File: src/vga_defs.svh
`ifndef VGA_DEFS_SVH
`define VGA_DEFS_SVH

// ----------------------------------------------------------------
// Clock rates and pixel divider
// ----------------------------------------------------------------
`define VGA_SYS_CLK_HZ   32'h02FA_F080
`define VGA_PIX_CLK_HZ   32'h017D_7840
`define VGA_PIX_DIV      (`VGA_SYS_CLK_HZ / `VGA_PIX_CLK_HZ)

// ----------------------------------------------------------------
// Widths
// ----------------------------------------------------------------
`define VGA_CNT_W        10
`define VGA_ROW_W        9
`define VGA_ADDR_W       19
`define VGA_PIX_W        8

// ----------------------------------------------------------------
// Horizontal line, in pixel clocks
// ----------------------------------------------------------------
`define VGA_H_VIS        10'h280
`define VGA_H_FP         10'h010
`define VGA_H_SYNC       10'h060
`define VGA_H_BP         10'h030
`define VGA_H_TOTAL      (`VGA_H_VIS + `VGA_H_FP + `VGA_H_SYNC + `VGA_H_BP)
`define VGA_H_SYNC_START (`VGA_H_VIS + `VGA_H_FP)
`define VGA_H_SYNC_END   (`VGA_H_SYNC_START + `VGA_H_SYNC)

// ----------------------------------------------------------------
// Vertical frame, in lines
// ----------------------------------------------------------------
`define VGA_V_VIS        10'h1e0
`define VGA_V_FP         10'h00a
`define VGA_V_SYNC       10'h002
`define VGA_V_BP         10'h01d
`define VGA_V_TOTAL      (`VGA_V_VIS + `VGA_V_FP + `VGA_V_SYNC + `VGA_V_BP)
`define VGA_V_SYNC_START (`VGA_V_VIS + `VGA_V_FP)
`define VGA_V_SYNC_END   (`VGA_V_SYNC_START + `VGA_V_SYNC)

// ----------------------------------------------------------------
// Colour fields, reset values, buffer
// ----------------------------------------------------------------
`define VGA_BLUE_MSB     7
`define VGA_BLUE_LSB     5
`define VGA_GREEN_MSB    4
`define VGA_GREEN_LSB    2
`define VGA_RED_MSB      1
`define VGA_RED_LSB      0
`define VGA_PIX_BLANK    8'h00
`define VGA_H_RST        10'h000
`define VGA_V_RST        `VGA_V_VIS
`define VGA_BUF_DEPTH    2'h2

`endif

File: src/vga_pkg.sv
`include "vga_defs.svh"

package vga_pkg;

  // ----------------------------------------------------------------
  // Data types
  // ----------------------------------------------------------------
  typedef logic [`VGA_CNT_W-1:0]  vga_cnt_type;
  typedef logic [`VGA_ROW_W-1:0]  vga_row_type;
  typedef logic [`VGA_ADDR_W-1:0] vga_addr_type;
  typedef logic [`VGA_PIX_W-1:0]  vga_pix_type;

  typedef enum logic {FETCH_WAIT, FETCH_RUN} vga_fetch_state_type;

  // ----------------------------------------------------------------
  // Module state records
  // ----------------------------------------------------------------
  typedef struct packed {
    vga_cnt_type cnt;
  } vga_ctr_state_type;

  typedef struct packed {
    vga_pix_type [1:0] ent;
    logic              wr_ptr;
    logic              rd_ptr;
    logic [1:0]        cnt;
    logic              rdy;
  } vga_buf_state_type;

  typedef struct packed {
    logic                div;
    logic                hs_b;
    logic                vs_b;
    vga_pix_type         rgb;
    logic                underrun;
    vga_fetch_state_type fst;
    vga_cnt_type         fcol;
    vga_row_type         frow;
    vga_addr_type        addr;
    logic                addr_vld;
    logic [1:0]          outst;
    logic                flush;
  } vga_top_state_type;

endpackage

File: src/vga_strm_if.sv
`timescale 1ns/1ns

// Pixel word stream with valid/ready handshake
interface vga_strm_if;
  import vga_pkg::*;
  logic        valid;
  logic        ready;
  vga_pix_type data;

  modport snk (input valid, input data, output ready);
  modport src (output valid, output data, input ready);
endinterface

File: src/vga_pix_buf.sv
`timescale 1ns/1ns
`include "vga_defs.svh"

module vga_pix_buf (
  input  wire logic    clk_sys,
  input  wire logic    rst_b,
  input  wire logic    flush,
  vga_strm_if.snk      in_if,
  vga_strm_if.src      out_if,
  output logic [1:0]   fill
);
  import vga_pkg::*;

  vga_buf_state_type s_q;
  vga_buf_state_type s_d;
  logic              push;
  logic              pop;

  // Two-entry ring; ready is a flop so the source sees no comb path
  always_comb begin
    s_d  = s_q;
    push = in_if.valid && s_q.rdy;
    pop  = out_if.ready && (s_q.cnt != 2'h0);
    if (push) begin
      s_d.ent[s_q.wr_ptr] = in_if.data;
      s_d.wr_ptr          = ~s_q.wr_ptr;
    end
    if (pop) begin
      s_d.rd_ptr = ~s_q.rd_ptr;
    end
    case ({push, pop})
      2'h2:    s_d.cnt = s_q.cnt + 2'h1;
      2'h1:    s_d.cnt = s_q.cnt - 2'h1;
      default: s_d.cnt = s_q.cnt;
    endcase
    // Realignment drop, only issued while nothing is in flight
    if (flush) begin
      s_d.cnt    = 2'h0;
      s_d.wr_ptr = 1'b0;
      s_d.rd_ptr = 1'b0;
    end
    s_d.rdy = (s_d.cnt != `VGA_BUF_DEPTH);
  end

  always_ff @(posedge clk_sys or negedge rst_b) begin
    if (!rst_b) begin
      s_q     <= '0;
      s_q.rdy <= 1'b1;
    end else begin
      s_q <= s_d;
    end
  end

  assign in_if.ready  = s_q.rdy;
  assign out_if.valid = (s_q.cnt != 2'h0);
  assign out_if.data  = s_q.ent[s_q.rd_ptr];
  assign fill         = s_q.cnt;
endmodule

File: src/vga_scan_ctr.sv
`timescale 1ns/1ns

module vga_scan_ctr #(
  parameter vga_pkg::vga_cnt_type LAST    = 10'h000,
  parameter vga_pkg::vga_cnt_type RST_VAL = 10'h000
) (
  input  wire logic           clk_sys,
  input  wire logic           rst_b,
  input  wire logic           step,
  output vga_pkg::vga_cnt_type cnt_q,
  output vga_pkg::vga_cnt_type cnt_d
);
  import vga_pkg::*;

  vga_ctr_state_type s_q;
  vga_ctr_state_type s_d;

  // Free-running wrap counter; never stops, only steps on the enable
  always_comb begin
    s_d = s_q;
    if (step) begin
      s_d.cnt = (s_q.cnt == LAST) ? '0 : s_q.cnt + 1'b1;
    end
  end

  always_ff @(posedge clk_sys or negedge rst_b) begin
    if (!rst_b) begin
      s_q <= RST_VAL;
    end else begin
      s_q <= s_d;
    end
  end

  assign cnt_q = s_q.cnt;
  assign cnt_d = s_d.cnt;
endmodule

File: src/vga_timing_gen.sv
// Contract
// RQ1: Pixel is 8 bits: three blue, three green, two red on outputs.
// RQ2: Runs on 25 MHz pixel rate, 640x480 frame at about 60 Hz.
// RQ3: Horizontal counter steps per pixel; 800-clock line, 640 visible.
// RQ4: Line blanking: 16 front porch, 96 sync, 48 back porch, no pixels.
// RQ5: Vertical counter steps per sync; 521 lines: 480, 10, 2, 29.
// RQ6: Colour only when both counters visible; blank otherwise.
// RQ7: Counters run freely and together form the refresh memory address; the address comes from separate fetch counters frow and fcol.
// RQ8: Pixel fetched ahead, shown exactly in the period it is scanned.
// RQ9: No fixed sync phase; origins chosen to ease address forming.
// RQ10: Order is display, front porch, sync, back porch; syncs low.
`timescale 1ns/1ns
`include "vga_defs.svh"

module vga_timing_gen (
  input  wire logic             clk_sys,
  input  wire logic             rst_b,
  output vga_pkg::vga_addr_type mem_addr,
  output logic                  mem_addr_valid,
  input  wire logic             mem_addr_ready,
  input  vga_pkg::vga_pix_type  mem_data,
  input  wire logic             mem_data_valid,
  output logic                  mem_data_ready,
  output logic                  hs_b,
  output logic                  vs_b,
  output logic [2:0]            blue,
  output logic [2:0]            green,
  output logic [1:0]            red,
  output logic                  underrun
);
  import vga_pkg::*;

  // ----------------------------------------------------------------
  // State and local nets
  // ----------------------------------------------------------------
  vga_top_state_type s_q;
  vga_top_state_type s_d;
  vga_cnt_type       h_q;
  vga_cnt_type       h_d;
  vga_cnt_type       v_q;
  vga_cnt_type       v_d;
  logic              pix_en;
  logic              v_step;
  logic              vis_n;
  logic              pop;
  logic              accepted;
  logic              push;
  logic              launch;
  logic [2:0]        in_use;
  logic [1:0]        fill;

  vga_strm_if in_if ();
  vga_strm_if out_if ();

  // ----------------------------------------------------------------
  // Pixel rate enable
  // ----------------------------------------------------------------
  // RQ2 pixel rate divider
  assign pix_en = (s_q.div == 1'(`VGA_PIX_DIV - 1));

  // RQ5 step per sync
  assign v_step = pix_en && (h_q == `VGA_H_SYNC_START - 10'h001);

  // ----------------------------------------------------------------
  // Scan counters
  // ----------------------------------------------------------------
  // Line origin at first visible pixel keeps the address a plain concat
  // RQ9 origin eases addressing
  // RQ3 800-clock line
  vga_scan_ctr #(
    .LAST    (`VGA_H_TOTAL - 10'h001),
    .RST_VAL (`VGA_H_RST)
  ) u_hcnt (
    .clk_sys (clk_sys),
    .rst_b   (rst_b),
    .step    (pix_en),
    .cnt_q   (h_q),
    .cnt_d   (h_d)
  );

  // Starts in vertical blanking so the first frame is prefetched cleanly
  vga_scan_ctr #(
    .LAST    (`VGA_V_TOTAL - 10'h001),
    .RST_VAL (`VGA_V_RST)
  ) u_vcnt (
    .clk_sys (clk_sys),
    .rst_b   (rst_b),
    .step    (v_step),
    .cnt_q   (v_q),
    .cnt_d   (v_d)
  );

  // ----------------------------------------------------------------
  // Pixel buffer
  // ----------------------------------------------------------------
  assign in_if.valid    = mem_data_valid;
  assign in_if.data     = mem_data;
  assign mem_data_ready = in_if.ready;
  assign out_if.ready   = pop;

  vga_pix_buf u_buf (
    .clk_sys (clk_sys),
    .rst_b   (rst_b),
    .flush   (s_q.flush),
    .in_if   (in_if),
    .out_if  (out_if),
    .fill    (fill)
  );

  // ----------------------------------------------------------------
  // Next-state logic
  // ----------------------------------------------------------------
  // Outputs are built from the next counter values so that sync and
  // colour flops change on the very edge that moves the counters.
  always_comb begin
    s_d          = s_q;
    s_d.underrun = 1'b0;
    s_d.flush    = 1'b0;
    s_d.div      = pix_en ? 1'b0 : s_q.div + 1'b1;

    // RQ6 both counters visible
    vis_n = (h_d < `VGA_H_VIS) && (v_d < `VGA_V_VIS);
    // RQ8 pop in scan period
    pop   = pix_en && vis_n && out_if.valid;

    if (pix_en) begin
      // RQ4 porch and sync widths
      // RQ10 active-low sync decode
      s_d.hs_b = !((h_d >= `VGA_H_SYNC_START) && (h_d < `VGA_H_SYNC_END));
      s_d.vs_b = !((v_d >= `VGA_V_SYNC_START) && (v_d < `VGA_V_SYNC_END));
      // RQ6 blank outside display
      if (!vis_n) begin
        s_d.rgb = `VGA_PIX_BLANK;
      end else if (out_if.valid) begin
        s_d.rgb = out_if.data;
      end else begin
        // Late memory: show black rather than a stale pixel
        s_d.rgb      = `VGA_PIX_BLANK;
        s_d.underrun = 1'b1;
      end
    end

    // Fetch bookkeeping: requests in flight plus words held
    accepted = s_q.addr_vld && mem_addr_ready;
    push     = in_if.valid && in_if.ready;
    if (accepted) begin
      s_d.addr_vld = 1'b0;
    end
    case ({accepted, push})
      2'h2:    s_d.outst = s_q.outst + 2'h1;
      2'h1:    s_d.outst = s_q.outst - 2'h1;
      default: s_d.outst = s_q.outst;
    endcase
    // Conservative credit: never ask for more than the buffer can hold
    in_use = {1'b0, fill} + {1'b0, s_q.outst} + {2'h0, s_q.addr_vld};
    launch = (s_q.fst == FETCH_RUN) && (!s_q.addr_vld || accepted) &&
             (in_use < {1'b0, `VGA_BUF_DEPTH});

    case (s_q.fst)
      FETCH_RUN: begin
        if (launch) begin
          // RQ7 address from position
          s_d.addr     = {s_q.frow, s_q.fcol};
          s_d.addr_vld = 1'b1;
          if (s_q.fcol == `VGA_H_VIS - 10'h001) begin
            s_d.fcol = '0;
            s_d.frow = s_q.frow + 9'h001;
            if ({1'b0, s_q.frow} == `VGA_V_VIS - 10'h001) begin
              s_d.fst = FETCH_WAIT;
            end
          end else begin
            s_d.fcol = s_q.fcol + 10'h001;
          end
        end
      end
      FETCH_WAIT: begin
        // Realign in vertical blanking once the frame's fetch is done; an underrun of
        // up to two pixels spoils only the rest of its own frame, a longer one the next too
        if ((v_q >= `VGA_V_VIS) && (s_q.outst == 2'h0) && !s_q.addr_vld) begin
          s_d.flush = 1'b1;
          s_d.fcol  = '0;
          s_d.frow  = '0;
          s_d.fst   = FETCH_RUN;
        end
      end
      default: begin
        s_d.fst = FETCH_WAIT;
      end
    endcase
  end

  // ----------------------------------------------------------------
  // State register
  // ----------------------------------------------------------------
  always_ff @(posedge clk_sys or negedge rst_b) begin
    if (!rst_b) begin
      s_q      <= '0;
      s_q.hs_b <= 1'b1;
      s_q.vs_b <= 1'b1;
    end else begin
      s_q <= s_d;
    end
  end

  // ----------------------------------------------------------------
  // Outputs, all straight from flops
  // ----------------------------------------------------------------
  // RQ1 colour field split
  assign blue           = s_q.rgb[`VGA_BLUE_MSB:`VGA_BLUE_LSB];
  assign green          = s_q.rgb[`VGA_GREEN_MSB:`VGA_GREEN_LSB];
  assign red            = s_q.rgb[`VGA_RED_MSB:`VGA_RED_LSB];
  assign hs_b           = s_q.hs_b;
  assign vs_b           = s_q.vs_b;
  assign mem_addr       = s_q.addr;
  assign mem_addr_valid = s_q.addr_vld;
  assign underrun       = s_q.underrun;
endmodule
File: config.mk
export PLATFORM = sky130hd
export DESIGN_NAME = vga_timing_gen
export DESIGN_NICKNAME = d
export VERILOG_FILES = /design/src/vga_pkg.sv /design/src/vga_strm_if.sv /design/src/vga_pix_buf.sv /design/src/vga_scan_ctr.sv /design/src/vga_timing_gen.sv
export VERILOG_INCLUDE_DIRS = /design/src
export SDC_FILE = /design/constraint.sdc
export NUM_CORES = 1
export LEC_CHECK = 0
export ABC_AREA = 1
export BUFFER_PORTS_ARGS = -buffer_cell sky130_fd_sc_hd__buf_2
export CAP_MARGIN = 20
export CORE_UTILIZATION = 45
export DETAILED_ROUTE_END_ITERATION = 10
export GPL_TIMING_DRIVEN = 1
export SETUP_SLACK_MARGIN = 0.3
export SYNTH_ARGS = -nofsm -noshare
export SYNTH_HDL_FRONTEND = slang
export SYNTH_SLANG_ARGS = --single-unit
File: constraint.sdc
create_clock -name clk_sys -period 5 [get_ports clk_sys]
set_clock_uncertainty 0.15 [all_clocks]
set_input_delay 0.5 -clock clk_sys [delete_from_list [all_inputs] [get_ports clk_sys]]
set_output_delay 0.5 -clock clk_sys [all_outputs]
set_load 0.05 [all_outputs]
# --- After elaboration in Yosys (flattened, before gate mapping) ---
# Cells that the tools add are included.
word_totals:
  register_bits: 96
  out_inout_bits: 32
  inputBits: 12
classes:
  eq_ne: 13
  addsub: 11
  n_mux: 31
  bitwise_logic: 3
  order_cmp: 11
  reduce_logical: 26
ops:
  columns: ["op", "n"]
  rows:
  - ["$mux W10", 5]
  - ["$eq A10 B10 Y1 const B", 4]
  - ["$mux W40", 1]
  - ["$mux W8", 5]
  - ["$pmux W20 S2", 1]
  - ["$add A10 B1 Y10 const B", 3]
  - ["$ge A10 B9 Y1 const B", 2]
  - ["$lt A10 B10 Y1 const B", 2]
  - ["$lt A10 B9 Y1 const B", 2]
  - ["$mux W20", 1]
  - ["$bwmux W16", 1]
  - ["$logic_and A1 B1 Y1", 14]
  - ["$mux W1", 12]
  - ["$ge A10 B10 Y1 const B", 1]
  - ["$add A9 B1 Y9 const B", 1]
  - ["$eq A9 B9 Y1 const B", 1]
  - ["$mux W9", 1]
  - ["$demux W8 S1", 1]
  - ["$pmux W2 S2", 2]
  - ["$reduce_bool A2 Y1", 4]
  - ["$add A2 B1 Y2 const B", 2]
  - ["$eq A2 B1 Y1 const B", 2]
  - ["$eq A2 B2 Y1 const B", 2]
  - ["$lt A1 B2 Y1 const B", 2]
  - ["15 further kinds", 23]

# --- Logic depth before layout (Yosys ltp) ---
# Gate-level depths: netlist of the first run.
depth:
  ltp_word: 12
  mapped_depth: 20

# --- Modules after synthesis ---
# Synthesis of the first run repeated with hierarchy kept, for this count alone.
hier_totals:
  cells_unflattened: 636
  area_unflattened_um2: 5211.2
modules_own_cells:
  columns: ["module", "cells_each", "area_each_um2", "instances", "seq_area_each_um2"]
  rows:
  - ["vga_timing_gen", 371, 2971.6, 1, 1378.8]
  - ["vga_pix_buf", 121, 1056.0, 1, 526.8]
  - ["vga_scan_ctr (u_vcnt)", 75, 596.8, 1, 255.2]
  - ["vga_scan_ctr (u_hcnt)", 69, 586.8, 1, 250.2]

# --- Least setup slack after synthesis of the first run ---
# No wires, ideal clock.
synth_timing:
  kind: "reg2reg"
  start: "register u_vcnt.s_q (netlist bit u_vcnt.cnt_q[0])"
  end: "register u_buf.s_q (netlist bit u_buf.in_if.ready)"
  path_stages_with_launch: 21
  arrival_time_ps: 2381
  required_time_ps: 4764
  setup_time_ps: 86
  path_slack_ps: 2383
  path_buffers: 1
  period_less_slack_ps: 2617
  path_cell_list: "dfrtp_1 -> ha_1 -> inv_1 -> nor2_1 -> nand2_1 -> nand2_1 -> nand2_1 -> nand2_1 -> nand2_1 -> nor2_2 -> nand2_4 -> nand4_4 -> buf_6 -> inv_1 -> ha_1 -> inv_1 -> nand2_1 -> nor2_1 -> o21ai_0 -> a21oi_1 -> o31ai_1"
synth_lines:
  columns: ["element", "line", "text"]
  rows:
  - ["from (decl)", "vga_scan_ctr.sv:15", "vga_ctr_state_type s_q;"]
  - ["from (signal assigned)", "vga_scan_ctr.sv:28", "s_q <= RST_VAL;"]
  - ["from (signal assigned)", "vga_scan_ctr.sv:30", "s_q <= s_d;"]
  - ["to (decl)", "vga_pix_buf.sv:14", "vga_buf_state_type s_q;"]

# --- Worst setup path after layout of the first run ---
layout_timing:
  start: "register u_buf.s_q (netlist bit u_buf.fill[0])"
  end: "register s_q[29] (netlist name)"
layout_between:
  elab_chain_cells: 6
layout_lines:
  columns: ["element", "line", "text"]
  rows:
  - ["$add A2 B2 Y3", "vga_timing_gen.sv:155", "in_use = {1'b0, fill} + {1'b0, s_q.outst} + {2'h0, s_q.addr_vld};"]
  - ["$add A3 B1 Y3", "vga_timing_gen.sv:155", null]
  - ["$lt A3 B2 Y1", "vga_timing_gen.sv:157", "(in_use < {1'b0, `VGA_BUF_DEPTH});"]
  - ["$logic_and A1 B1 Y1", "vga_timing_gen.sv:156", "launch = (s_q.fst == FETCH_RUN) && (!s_q.addr_vld || accepted) &&"]
  - ["$ne A2 B1 Y1 (no line)", null, null]
  - ["$reduce_and A3 Y1 (no line)", null, null]
  - ["to (decl)", "vga_timing_gen.sv:36", "vga_top_state_type s_q;"]
# Every way passes these cells.
# A chain may end at the register's enable or synchronous reset.

==> results of run 1 <==
## routing by layer
metal  global-route usage  wire length, um  vias to the layer above
met1                0.234             4530                     1743
met2                0.302             4490                       43
met3               0.0405              280                        8
li1                     -                -                     1855
met4               0.0401               70                        0
met5                    0                0                        -
## per-stage QoR
step	hold slack, ns	instances	worst slack [ns]
detailed placement	0.314	716	1.88
finish	-0.00761	732	1.92
floorplan	0.0544	575	2.38
global placement	0.302	716	1.99
global route	0.0307	732	1.58
CTS	0.00947	732	1.87
## power by group
group	switching [mW]	leakage, nW	total, mW	internal, mW
sequential	0.134	1.23	1.10	0.968
clock	0.291	0.0895	0.481	0.190
combinational	0.771	1.22	1.10	0.330
total	1.20	2.54	2.68	1.49
## flip-flops by register name (all words and copies together), names as in the netlist
register,count
s_q,23
mem_addr,19
u_buf.s_q,18
u_hcnt.cnt_q,10
u_vcnt.cnt_q,10
blue,3
green,3
red,2
u_buf.fill,2
hs_b,1
mem_addr_valid,1
pix_en,1
u_buf.in_if.ready,1
underrun,1
vs_b,1
## cells by family (layout without fill, tap and decap cells)
logic type,Yosys count,count (layout),share of synthesized area
compound gates,89,89,0.101
xor+xnor,9,9,0.0160
fa+ha+maj,9,9,0.0244
buf+inv,116,137,0.116
flops,96,96,0.491
mux,8,8,0.0163
simple gates,248,248,0.236
## worst register-to-register path, cell delays in order, from the launching register on
cell and delay (ns):
dfrtp_1 0.45, ha_1 0.31, a21oi_1 0.07, fa_1 0.49
nand3_1 0.10, nor2_1 0.10, buf_4 0.18, inv_1 0.05
buf_4 0.24, nand2_4 0.18, nand2_2 0.16, nor3_2 0.25
nand4_1 0.12, a21oi_1 0.16
## placed cells by master (no fill, tap or decap), types with 2 or more instances in the layout
cell and instances:
inv_1 72, a21oi_1 14, clkbuf_8 9, clkinvlp_4 2, nor2_2 6, nand3_2 7
ha_1 8, mux2i_1 8, nor3_2 3, o21ai_0 55, nor4_1 2, dfrtp_1 89
inv_2 2, xor2_1 5, o21ai_1 2, nand3_1 31, nand4_1 7, nor3_1 5
nand2_1 124, buf_2 42, o22ai_1 4, clkinv_4 3, nand2_4 2, o21ai_2 8
nor3b_1 3, nor2_1 45, xnor2_1 4, buf_4 4, nand2_2 7, inv_8 2
o31ai_1 2, dfstp_2 7
## how the worst max path moves through the flow
stage	startpoint	endpoint	slack [ns]	cells after the start
2_1_floorplan	u_vcnt.cnt_q[0]	u_buf.in_if.ready	2.38	20
6_report	u_buf.fill[0]	s_q[29]	1.92	13
4_1_cts	u_buf.fill[0]	s_q[29]	1.87	13
3_3_place_gp	s_q[1]	s_q[35]	1.99	12
5_1_grt	pix_en	u_buf.in_if.ready	1.58	17
3_5_place_dp	u_buf.fill[0]	s_q[29]	1.88	13
## final cells by class
cell class	instances	area, um2	share of cell area
flip-flops and latches	96	2410	0.462
clock inverters	7	63.8	0.0122
multi-input cells	363	1930	0.370
clock buffers	9	124	0.0237
repair buffers	46	240	0.0460
inverters	75	282	0.0539
well taps	136	170	0.0326
==> metrics.md, run 1 <==
| Metric | Value |
|---|---|
| Via/cell ratio | around 5 |
| # rows | 37 |
| Fmax | 0.325 GHz |
| PostCTS Resize Cnt | 0 |
| WL/cell | 12.8 um |
| Final min period | about 3.1 ns |
| Die H | 107 um |
| Postcts setup bufs | 0 |
| Distinct cells, synth | 43 |
| Die ar. | roughly 11000 um2 |
| # clock sinks | 96 |
| Core footprint | 10500 um2 |
| Syn Area/Cell | between 8 and 9 um2 |
| Iteration-0 DRC Markers | roughly 150 |
| Final hold violation count | 3 |
| Final nets | roughly 610 |
| CP delay by family, top | simple AND/OR/NAND/NOR gates |
| Clock root buffer | clkbuf_8 |
| Synth Net Count | 596 |
| CTS Buf Count | 9 |
| CP endpoint kind | flop |
| Worst reg-to-reg path cell count | 13 |
| GR Overflow Total | 0 |
| Synth Cell Area | ~4900 um2 |
| Tightest Pin Transition | 0.643 ns |
| Status | finished, violations left |
| Hold Crit Class | input port to async pin |
| Worst-path fanout max | 38 |
| Post-synthesis register bit count | 96 |
| Synth Instances | 575 |
| EDFF count, synth | 0 |
| GRT Util Overall | 0.179 |
| Antenna fix cells | 0 |
| WP data required | approximately 5.1 ns |
| Final instance area | about 5200 um2 |
| Post-synth top cells | 124 x nand2_1, 89 x dfrtp_1, 72 x inv_1 |
| Top_reg_cell synth | dfrtp_1 |
| Area leader, netlist | dfrtp_1 |
| Pwr Total | ~2.7 mW |
| Pleak | around 2.5 nW |
| Clk slew on worst S/H paths | ~0.1 ns |
| Failing checks | negative hold slack |
| Antenna-violating nets left | 0 |
| Pwr dens | just over 500 nW/um2 |
| Count of pins over their slew limit | 0 |
| First drt pass iteration count | 4 |
| GPL Wtd Cong | between 0.8 and 0.9 |
| Slowest stage cell, crit path | fa_1 |
| Final worst-path cycle share | 0.615 |
| Fraction of layout cells with a size suffix above 1 | 0.180 |
| Reg2reg end | s_q[29] |
| Top cells by area, synth | dfrtp_1 45%, nand2_1 9.5%, o21ai_0 5.6% |
| CP startpoint kind | flop |
| Most common cell in the synthesized netlist | nand2_1 |
| I/O pins | 44 |
| Remaining DRCs | 0 |
| Share of Yosys cell area claimed by the top area cell type | 0.453 |
| Vias | roughly 3600 |
| IO buf count | 43 |
| Synth async-reset ratio | 1.00 |
| CP bufs+invs | 3 |
| R2R Setup Slk | approximately 1.9 ns |
| Final Setup Violations | 0 |
| First-pass GRT wire length | ~16 mm |
| CTS H-Tree Depth | 3 |
| Largest net degree at the start of global routing | 50 |
| Filler cell count in the final layout | between 1000 and 1500 |
| Area growth, synth to finish | 6.29% |
| Worst skew pair latency | 0.36 ns |
| Worst EP arrival | between 3 and 4 ns |
| Max-slew headroom at the worst pin | 0.572 |
| Cell Area, Placed | between 5000 and 6000 um2 |
| RSZ-0062 raised after global routing | false |
| Hold_ws | -0.00761 ns |
| Layout Utilization | 0.499 |
| Initial antenna violation count | 0 |
| CTS tree | built |
| Crit-path cells | ha_1 > a21oi_1 > fa_1 > nand3_1 > nor2_1 > buf_4 > inv_1 > buf_4 > nand2_4 > nand2_2 > nor3_2 > nand4_1 > a21oi_1 |
| Initial Util | 0.470 |
| Worst path max stage delay | roughly 0.49 ns |
| Total Wirelength | roughly 9.4 mm |
| Worst setup path class | flop to flop |
| Max Cap Viol | 0 |
| FF-to-FF Start | u_buf.fill[0] |
| Vias in the first global route | ~3600 |
| HPWL after detailed placement | around 6.7 mm |
| Yosys warnings | 0 |
| Setup TNS | 0 ns |
| Die width | about 110 um |
| Post-synthesis sequential area ratio | 0.491 |
| Clock Tree Buf Depth | 2 |
| CTS Hold Buffers Added | 0 |
| VDD IR-drop max | between 0.4 and 0.5 mV |
No activity file was read; power rests on OpenSTA's default activity.
==> run 2: changes to the inputs <==
ABC_AREA = 0   (was 1)
clock period = 3.16 ns   (was 5 ns; I/O delays follow)
==> metrics.md, run 2 <==
| Metric | Value |
|---|---|
| Status | finished, final reports clean |
| Final instance area | 5370 um2 |
| Most common cell after layout, fill and taps aside | nand2_1 |
| Launch point of the worst hold path | mem_data[0] |
| Crit-path cells | or3b_4 > nor4_4 > a21oi_2 > or3b_4 > or3_4 > inv_2 > ha_4 > or3_4 > a21oi_2 > o21ai_1 |
| Area growth, synth to finish | 12.6% |
| Syn Area/Cell | just over 10 um2 |
| Top reg by flops | s_q |
| Die H | approximately 100 um |
| Cell Area, Placed | 5060 um2 |
| CP bufs+invs | 1 |
| Core footprint | 10300 um2 |
| Sequential power share | 0.470 |
| First-pass GRT wire length | around 17 mm |
| Setup TNS | 0 ns |
| Vias in the first global route | roughly 3600 |
| Final hold violation count | 0 |
| Via/cell ratio | around 5.3 |
| GR Overflow Total | 0 |
| Top_reg_cell synth | dfrtp_1 |
| Initial antenna violation count | 0 |
| Pleak | between 2 and 3 nW |
| Yosys warnings | 0 |
| CTS H-Tree Depth | 3 |
| Antenna fix cells | 0 |
| EDFF count, synth | 0 |
| CP endpoint kind | flop |
| Slowest stage cell, crit path | or3b_4 |
| Share of Yosys cell area claimed by the top area cell type | 0.467 |
| Count of pins over their slew limit | 0 |
| Post-synthesis register bit count | 96 |
| # rows | 37 |
| Post-synth top cells | 89 x dfrtp_1, 87 x nand2_1, 27 x buf_4, 27 x o21ai_0, 26 x nor2_1 |
| FF-to-FF Start | u_hcnt.cnt_q[5] |
| Hold_ws | ~0.055 ns |
| Most common cell in the synthesized netlist | dfrtp_1 |
| Post-synthesis sequential area ratio | 0.506 |
| # clock sinks | 96 |
| Distinct cells, synth | 51 |
| Synth Instances | 474 |
| Final min period | between 3 and 4 ns |
| Hold-critical path depth | 2 |
| Top cells by area, synth | dfrtp_1 47%, nand2_1 6.9%, buf_4 4.3% |
| Synth Cell Area | about 4800 um2 |
| Synth async-reset ratio | 1.00 |
| Max FFs per register | 23 |
| Vias | 3445 |
| Die width | ~100 um |
| Combinational power share | 0.286 |
| Commonest non-fill, non-tap cells in the layout | 87 x nand2_1, 85 x dfrtp_1, 42 x buf_2, 33 x buf_4, 26 x o21ai_0 |
| Initial Util | 0.464 |
| GRT Util Overall | 0.192 |
| CP delay by family, top | simple AND/OR/NAND/NOR gates |
| WL/cell | between 10 and 15 um |
| Final worst-path cycle share | 0.966 |
| Max Cap Viol | 0 |
| Clock root buffer | clkbuf_8 |
| CTS tree | built |
| Fmax | 0.328 GHz |
| Pwr dens | 626 nW/um2 |
| Worst setup path class | flop to flop |
| Worst-path fanout max | 4 |
| Final Setup Violations | 0 |
| HPWL after detailed placement | between 6 and 7 mm |
| Iteration-0 DRC Markers | 184 |
| Max-slew headroom at the worst pin | 0.518 |
| IO buf count | 43 |
| Remaining DRCs | 0 |
| CP startpoint kind | flop |
| CTS Buf Count | 9 |
| Hold Crit Class | input port to flop |
| Cell Int Power | between 2 and 2.5 mW |
| Final nets | approximately 530 |
| Start point of the critical path | u_hcnt.cnt_q[5] |
| RSZ-0062 raised after global routing | true |
| Clock Tree Buf Depth | 2 |
| Die ar. | 11000 um2 |
| Clk slew on worst S/H paths | around 0.09 ns |
| Worst skew pair latency | 0.35 ns |
| VDD IR-drop max | about 0.33 mV |
| Worst EP arrival | 3.18 ns |
| Largest net degree at the start of global routing | 59 |
| I/O pins | 44 |
| R2R Setup Slk | 0.11 ns |
| Fraction of layout cells with a size suffix above 1 | 0.270 |
| Switching part of the total | 0.319 |
| Tightest Pin Transition | 0.723 ns |
| Hold path endpoint | u_buf.s_q[5] |
| Sw power | between 1 and 1.5 mW |
| Synth Net Count | just under 500 |
| Filler cell count in the final layout | around 1000 |
| Reg2reg end | u_buf.in_if.ready |
| Worst reg-to-reg path cell count | 10 |
| First drt pass iteration count | 4 |
| Area leader, netlist | dfrtp_1 |
| WP data required | between 3 and 4 ns |
| GPL Wtd Cong | approximately 0.87 |
| Worst path max stage delay | 0.44 ns |
| Total Wirelength | around 9.5 mm |
| Proportion of power drawn by the clock network | 0.244 |
| Antenna-violating nets left | 0 |
==> run 2: cell types whose count changed in the layout (fill, tap and decap cells not counted), moves of 8 or more <==
cell	previous run	this run
inv_1	72	13
nand2_1	124	87
buf_4	4	33
o21ai_0	55	26
nor2_1	45	25
mux2_2	0	18
nand3_1	31	13
xnor2_1	4	14
nand4_1	7	16
o21ai_2	8	0
o2bb2ai_2	0	8
==> run 2: worst max path at each step <==
stage / endpoint / slack [ns] / depth (start not counted)
finish: u_buf.in_if.ready / 0.11 / 10
global route: u_buf.in_if.ready / 0.008 / 10
CTS: u_buf.in_if.ready / 0.11 / 10
detailed placement: u_buf.in_if.ready / 0.07 / 10
global placement: u_buf.in_if.ready / 0.12 / 10
floorplan: u_buf.in_if.ready / -0.006 / 11
==> run 2: logic make-up after synthesis <==
kind of cell    synth area share
buf+inv                   0.0722
mux                       0.0614
compound gates             0.102
flops                      0.506
xor+xnor                  0.0423
fa+ha+maj                 0.0252
simple gates               0.191
==> run 2: worst reg2reg max path: cells and delay by family, from the launching register on <==
kind                       cells  cell delay [ns]
buffers and inverters          1             0.07
adders and majority gates      1             0.19
AOI/OAI and AO/OA              3             0.32
and+or+nand+nor                5             1.86
DFF                            1             0.39
==> run 2: power by group through the flow <==
stage / Clock [mW] / Combinational, mW / Sequential [mW]
finish: 0.818 / 0.960 / 1.58
global route: 0.889 / 1.06 / 1.61
CTS: 0.847 / 0.922 / 1.59
detailed placement: 0 / 0.870 / 1.61
global placement: 0 / 0.847 / 1.60
floorplan: 0 / 0.780 / 1.56
==> run 2: area by class of cell <==
type / count / area, um2 / area share
multi-input combinational: 316 / 2060 / 0.384
inverter: 14 / 52.6 / 0.00979
sequential: 96 / 2420 / 0.450
clock inverter: 1 / 30.0 / 0.00560
clock buffer: 15 / 166 / 0.0310
tap: 136 / 170 / 0.0317
timing repair buffer: 76 / 468 / 0.0872
==> run 2: what timing repair did <==
item	CTS	global route
hold endpoints to repair	53	0
pin swaps	2	2
hold buffers	1	0
resized for setup	4	8
setup endpoints to repair	2	14
cloned	0	0
setup buffers	3	5
==> run 2: routing by layer <==
layer  track usage  vias to the layer above  wire (um)
met5             0                        -          0
met4        0.0674                        0        136
met2         0.327                       55       4630
met1         0.252                     1696       4470
li1              -                     1685          -
met3        0.0262                        9        231
==> run 2: stage by stage <==
stage / instances / total power, mW / utilization / setup WS (ns)
after floorplan: 474 / 2.34 / - / -0.00561
after global placement: 629 / 2.45 / 0.492 / 0.122
after detailed placement: 629 / 2.48 / 0.492 / 0.0714
after CTS: 649 / 3.36 / 0.516 / 0.114
after global routing: 654 / 3.56 / 0.522 / 0.00770
final: 654 / 3.36 / 0.522 / 0.107
==> run 3: changes to the inputs <==
CAP_MARGIN = not set   (was 20)
RECOVER_POWER = 100   (was not set)
==> metrics.md, run 3 (same netlist as run 2, synthesis figures left out) <==
| Metric | Value |
|---|---|
| CTS Buf Count | 9 |
| Filler cell count in the final layout | 1009 |
| Final nets | 534 |
| Cell Int Power | ~2.3 mW |
| Via/cell ratio | roughly 5.3 |
| GR Overflow Total | 0 |
| # clock sinks | 96 |
| Initial Util | 0.464 |
| Max FFs per register | 23 |
| Worst-path fanout max | 4 |
| Core footprint | about 10000 um2 |
| Antenna-violating nets left | 0 |
| WL/cell | 14.5 um |
| CP startpoint kind | flop |
| HPWL after detailed placement | approximately 6.7 mm |
| Pwr dens | approximately 630 nW/um2 |
| GRT Util Overall | 0.192 |
| Layout Utilization | 0.512 |
| Area growth, synth to finish | 10.4% |
| GPL Wtd Cong | 0.873 |
| Initial antenna violation count | 0 |
| Iteration-0 DRC Markers | 158 |
| Total Wirelength | around 9.5 mm |
| First drt pass iteration count | 4 |
| CTS tree | built |
| Max Cap Viol | 0 |
| WP data required | ~3.3 ns |
| Clock root buffer | clkbuf_8 |
| Final hold violation count | 0 |
| Top reg by flops | s_q |
| Die H | between 100 and 150 um |
| Final min period | roughly 3 ns |
| Switching part of the total | 0.322 |
| Worst EP arrival | 3.18 ns |
| Reg area | ~2400 um2 |
| First-pass GRT wire length | 17.1 mm |
| Worst setup path class | flop to flop |
| Final Setup Violations | 0 |
| Proportion of power drawn by the clock network | 0.246 |
| Tightest Pin Transition | around 1.4 ns |
| Commonest non-fill, non-tap cells in the layout | 87 x nand2_1, 85 x dfrtp_1, 48 x clkbuf_1, 26 x o21ai_0, 25 x nor2_1 |
| Fmax | about 0.33 GHz |
| CP endpoint kind | flop |
| Clk slew on worst S/H paths | 0.09 ns |
| I/O pins | 44 |
| Status | finished, final reports clean |
| Vias in the first global route | about 3600 |
| Worst reg-to-reg path cell count | 10 |
| RSZ-0062 raised after global routing | true |
| VDD IR-drop max | about 0.33 mV |
| Max-slew headroom at the worst pin | 0.0611 |
| Die ar. | between 10000 and 15000 um2 |
| CTS H-Tree Depth | 3 |
| Pleak | about 2.4 nW |
| IO buf count | 43 |
| Largest net degree at the start of global routing | 59 |
| Final worst-path cycle share | 0.964 |
| Sw power | around 1.1 mW |
| Hold Crit Class | input port to flop |
| Clock Tree Buf Depth | 2 |
| Combinational power share | 0.279 |
| Worst skew pair latency | 0.35 ns |
| Antenna fix cells | 0 |
| # rows | 37 |
| Most common cell after layout, fill and taps aside | nand2_1 |
| Fraction of layout cells with a size suffix above 1 | 0.178 |
| Multi-input logic area | between 2000 and 2500 um2 |
| Count of pins over their slew limit | 0 |
| Pwr Total | between 3 and 4 mW |
| Remaining DRCs | 0 |
| Hold-critical path depth | 2 |
| Die width | 105 um |
| Sequential power share | 0.475 |
| Vias | ~3500 |
-- run 3: changes by cell type in the layout (fill, tap and decap cells not counted), sizes merged --
cell,delta
buf,-48
clkbuf,+48
-- run 3: path summary, 6_finish.rpt --
path | to | slack (ns) | startpoint
setup / recovery | u_buf.in_if.ready | 0.12 | u_hcnt.cnt_q[5]
hold / removal | u_buf.s_q[9] | 0.05 | mem_data[4]
setup reg to reg | u_buf.in_if.ready | 0.12 | u_hcnt.cnt_q[5]
hold reg to reg | mem_addr[2] | 0.33 | mem_addr[2]
max in group asynchronous | blue[1] | 0.76 | rst_b
min in group asynchronous | u_hcnt.cnt_q[5] | 0.67 | rst_b
-- run 3: final cells by class --
cell class / count / area share
clock inverter: 1 / 0.00570
inverter: 14 / 0.00998
sequential: 96 / 0.459
clock buffer: 15 / 0.0316
multi-input combinational: 316 / 0.390
timing repair buffer: 76 / 0.0718
tap: 136 / 0.0323
-- run 3: power by group through the flow --
stage / registers (mW) / logic (mW) / clock network, mW
2_1_floorplan: 1.56 / 0.780 / 0
3_3_place_gp: 1.60 / 0.847 / 0
3_5_place_dp: 1.61 / 0.870 / 0
4_1_cts: 1.59 / 0.922 / 0.847
5_1_grt: 1.61 / 1.03 / 0.889
6_report: 1.58 / 0.930 / 0.819
-- run 3: routing by layer --
metal	wire length [um]	track usage	part of all wire
met3	208	0.0262	0.022
met4	136	0.0674	0.014
met1	4480	0.252	0.47
met2	4660	0.327	0.49
met5	0	0	0
-- run 3: worst max-delay path, stage by stage (launching register included) --
cell     delay, ns
dfrtp_1       0.39
or3b_4        0.44
nor4_4        0.30
a21oi_2       0.09
or3b_4        0.38
or3_4         0.38
inv_2         0.07
ha_4          0.19
or3_4         0.36
a21oi_2       0.15
o21ai_1       0.08
-- run 3: repair_timing --
item,CTS,global route
endpoints found under the setup margin,2,14
endpoints found under the hold margin,53,0
setup buffers,3,5
resized for setup,4,8
hold buffers,1,0
pin swaps,2,2
-- run 3: stage by stage --
stage                     setup slack (ns)  TNS (ns)  hold WS [ns]  area [um2]  cells
after global routing                0.0113         0        0.0409        5260    654
after detailed placement            0.0714         0         0.280        5060    629
after CTS                            0.114         0        0.0371        5310    649
final                                0.115         0        0.0543        5260    654
after global placement               0.122         0         0.275        5060    629
after floorplan                   -0.00561  -0.00561        -0.130        4780    474
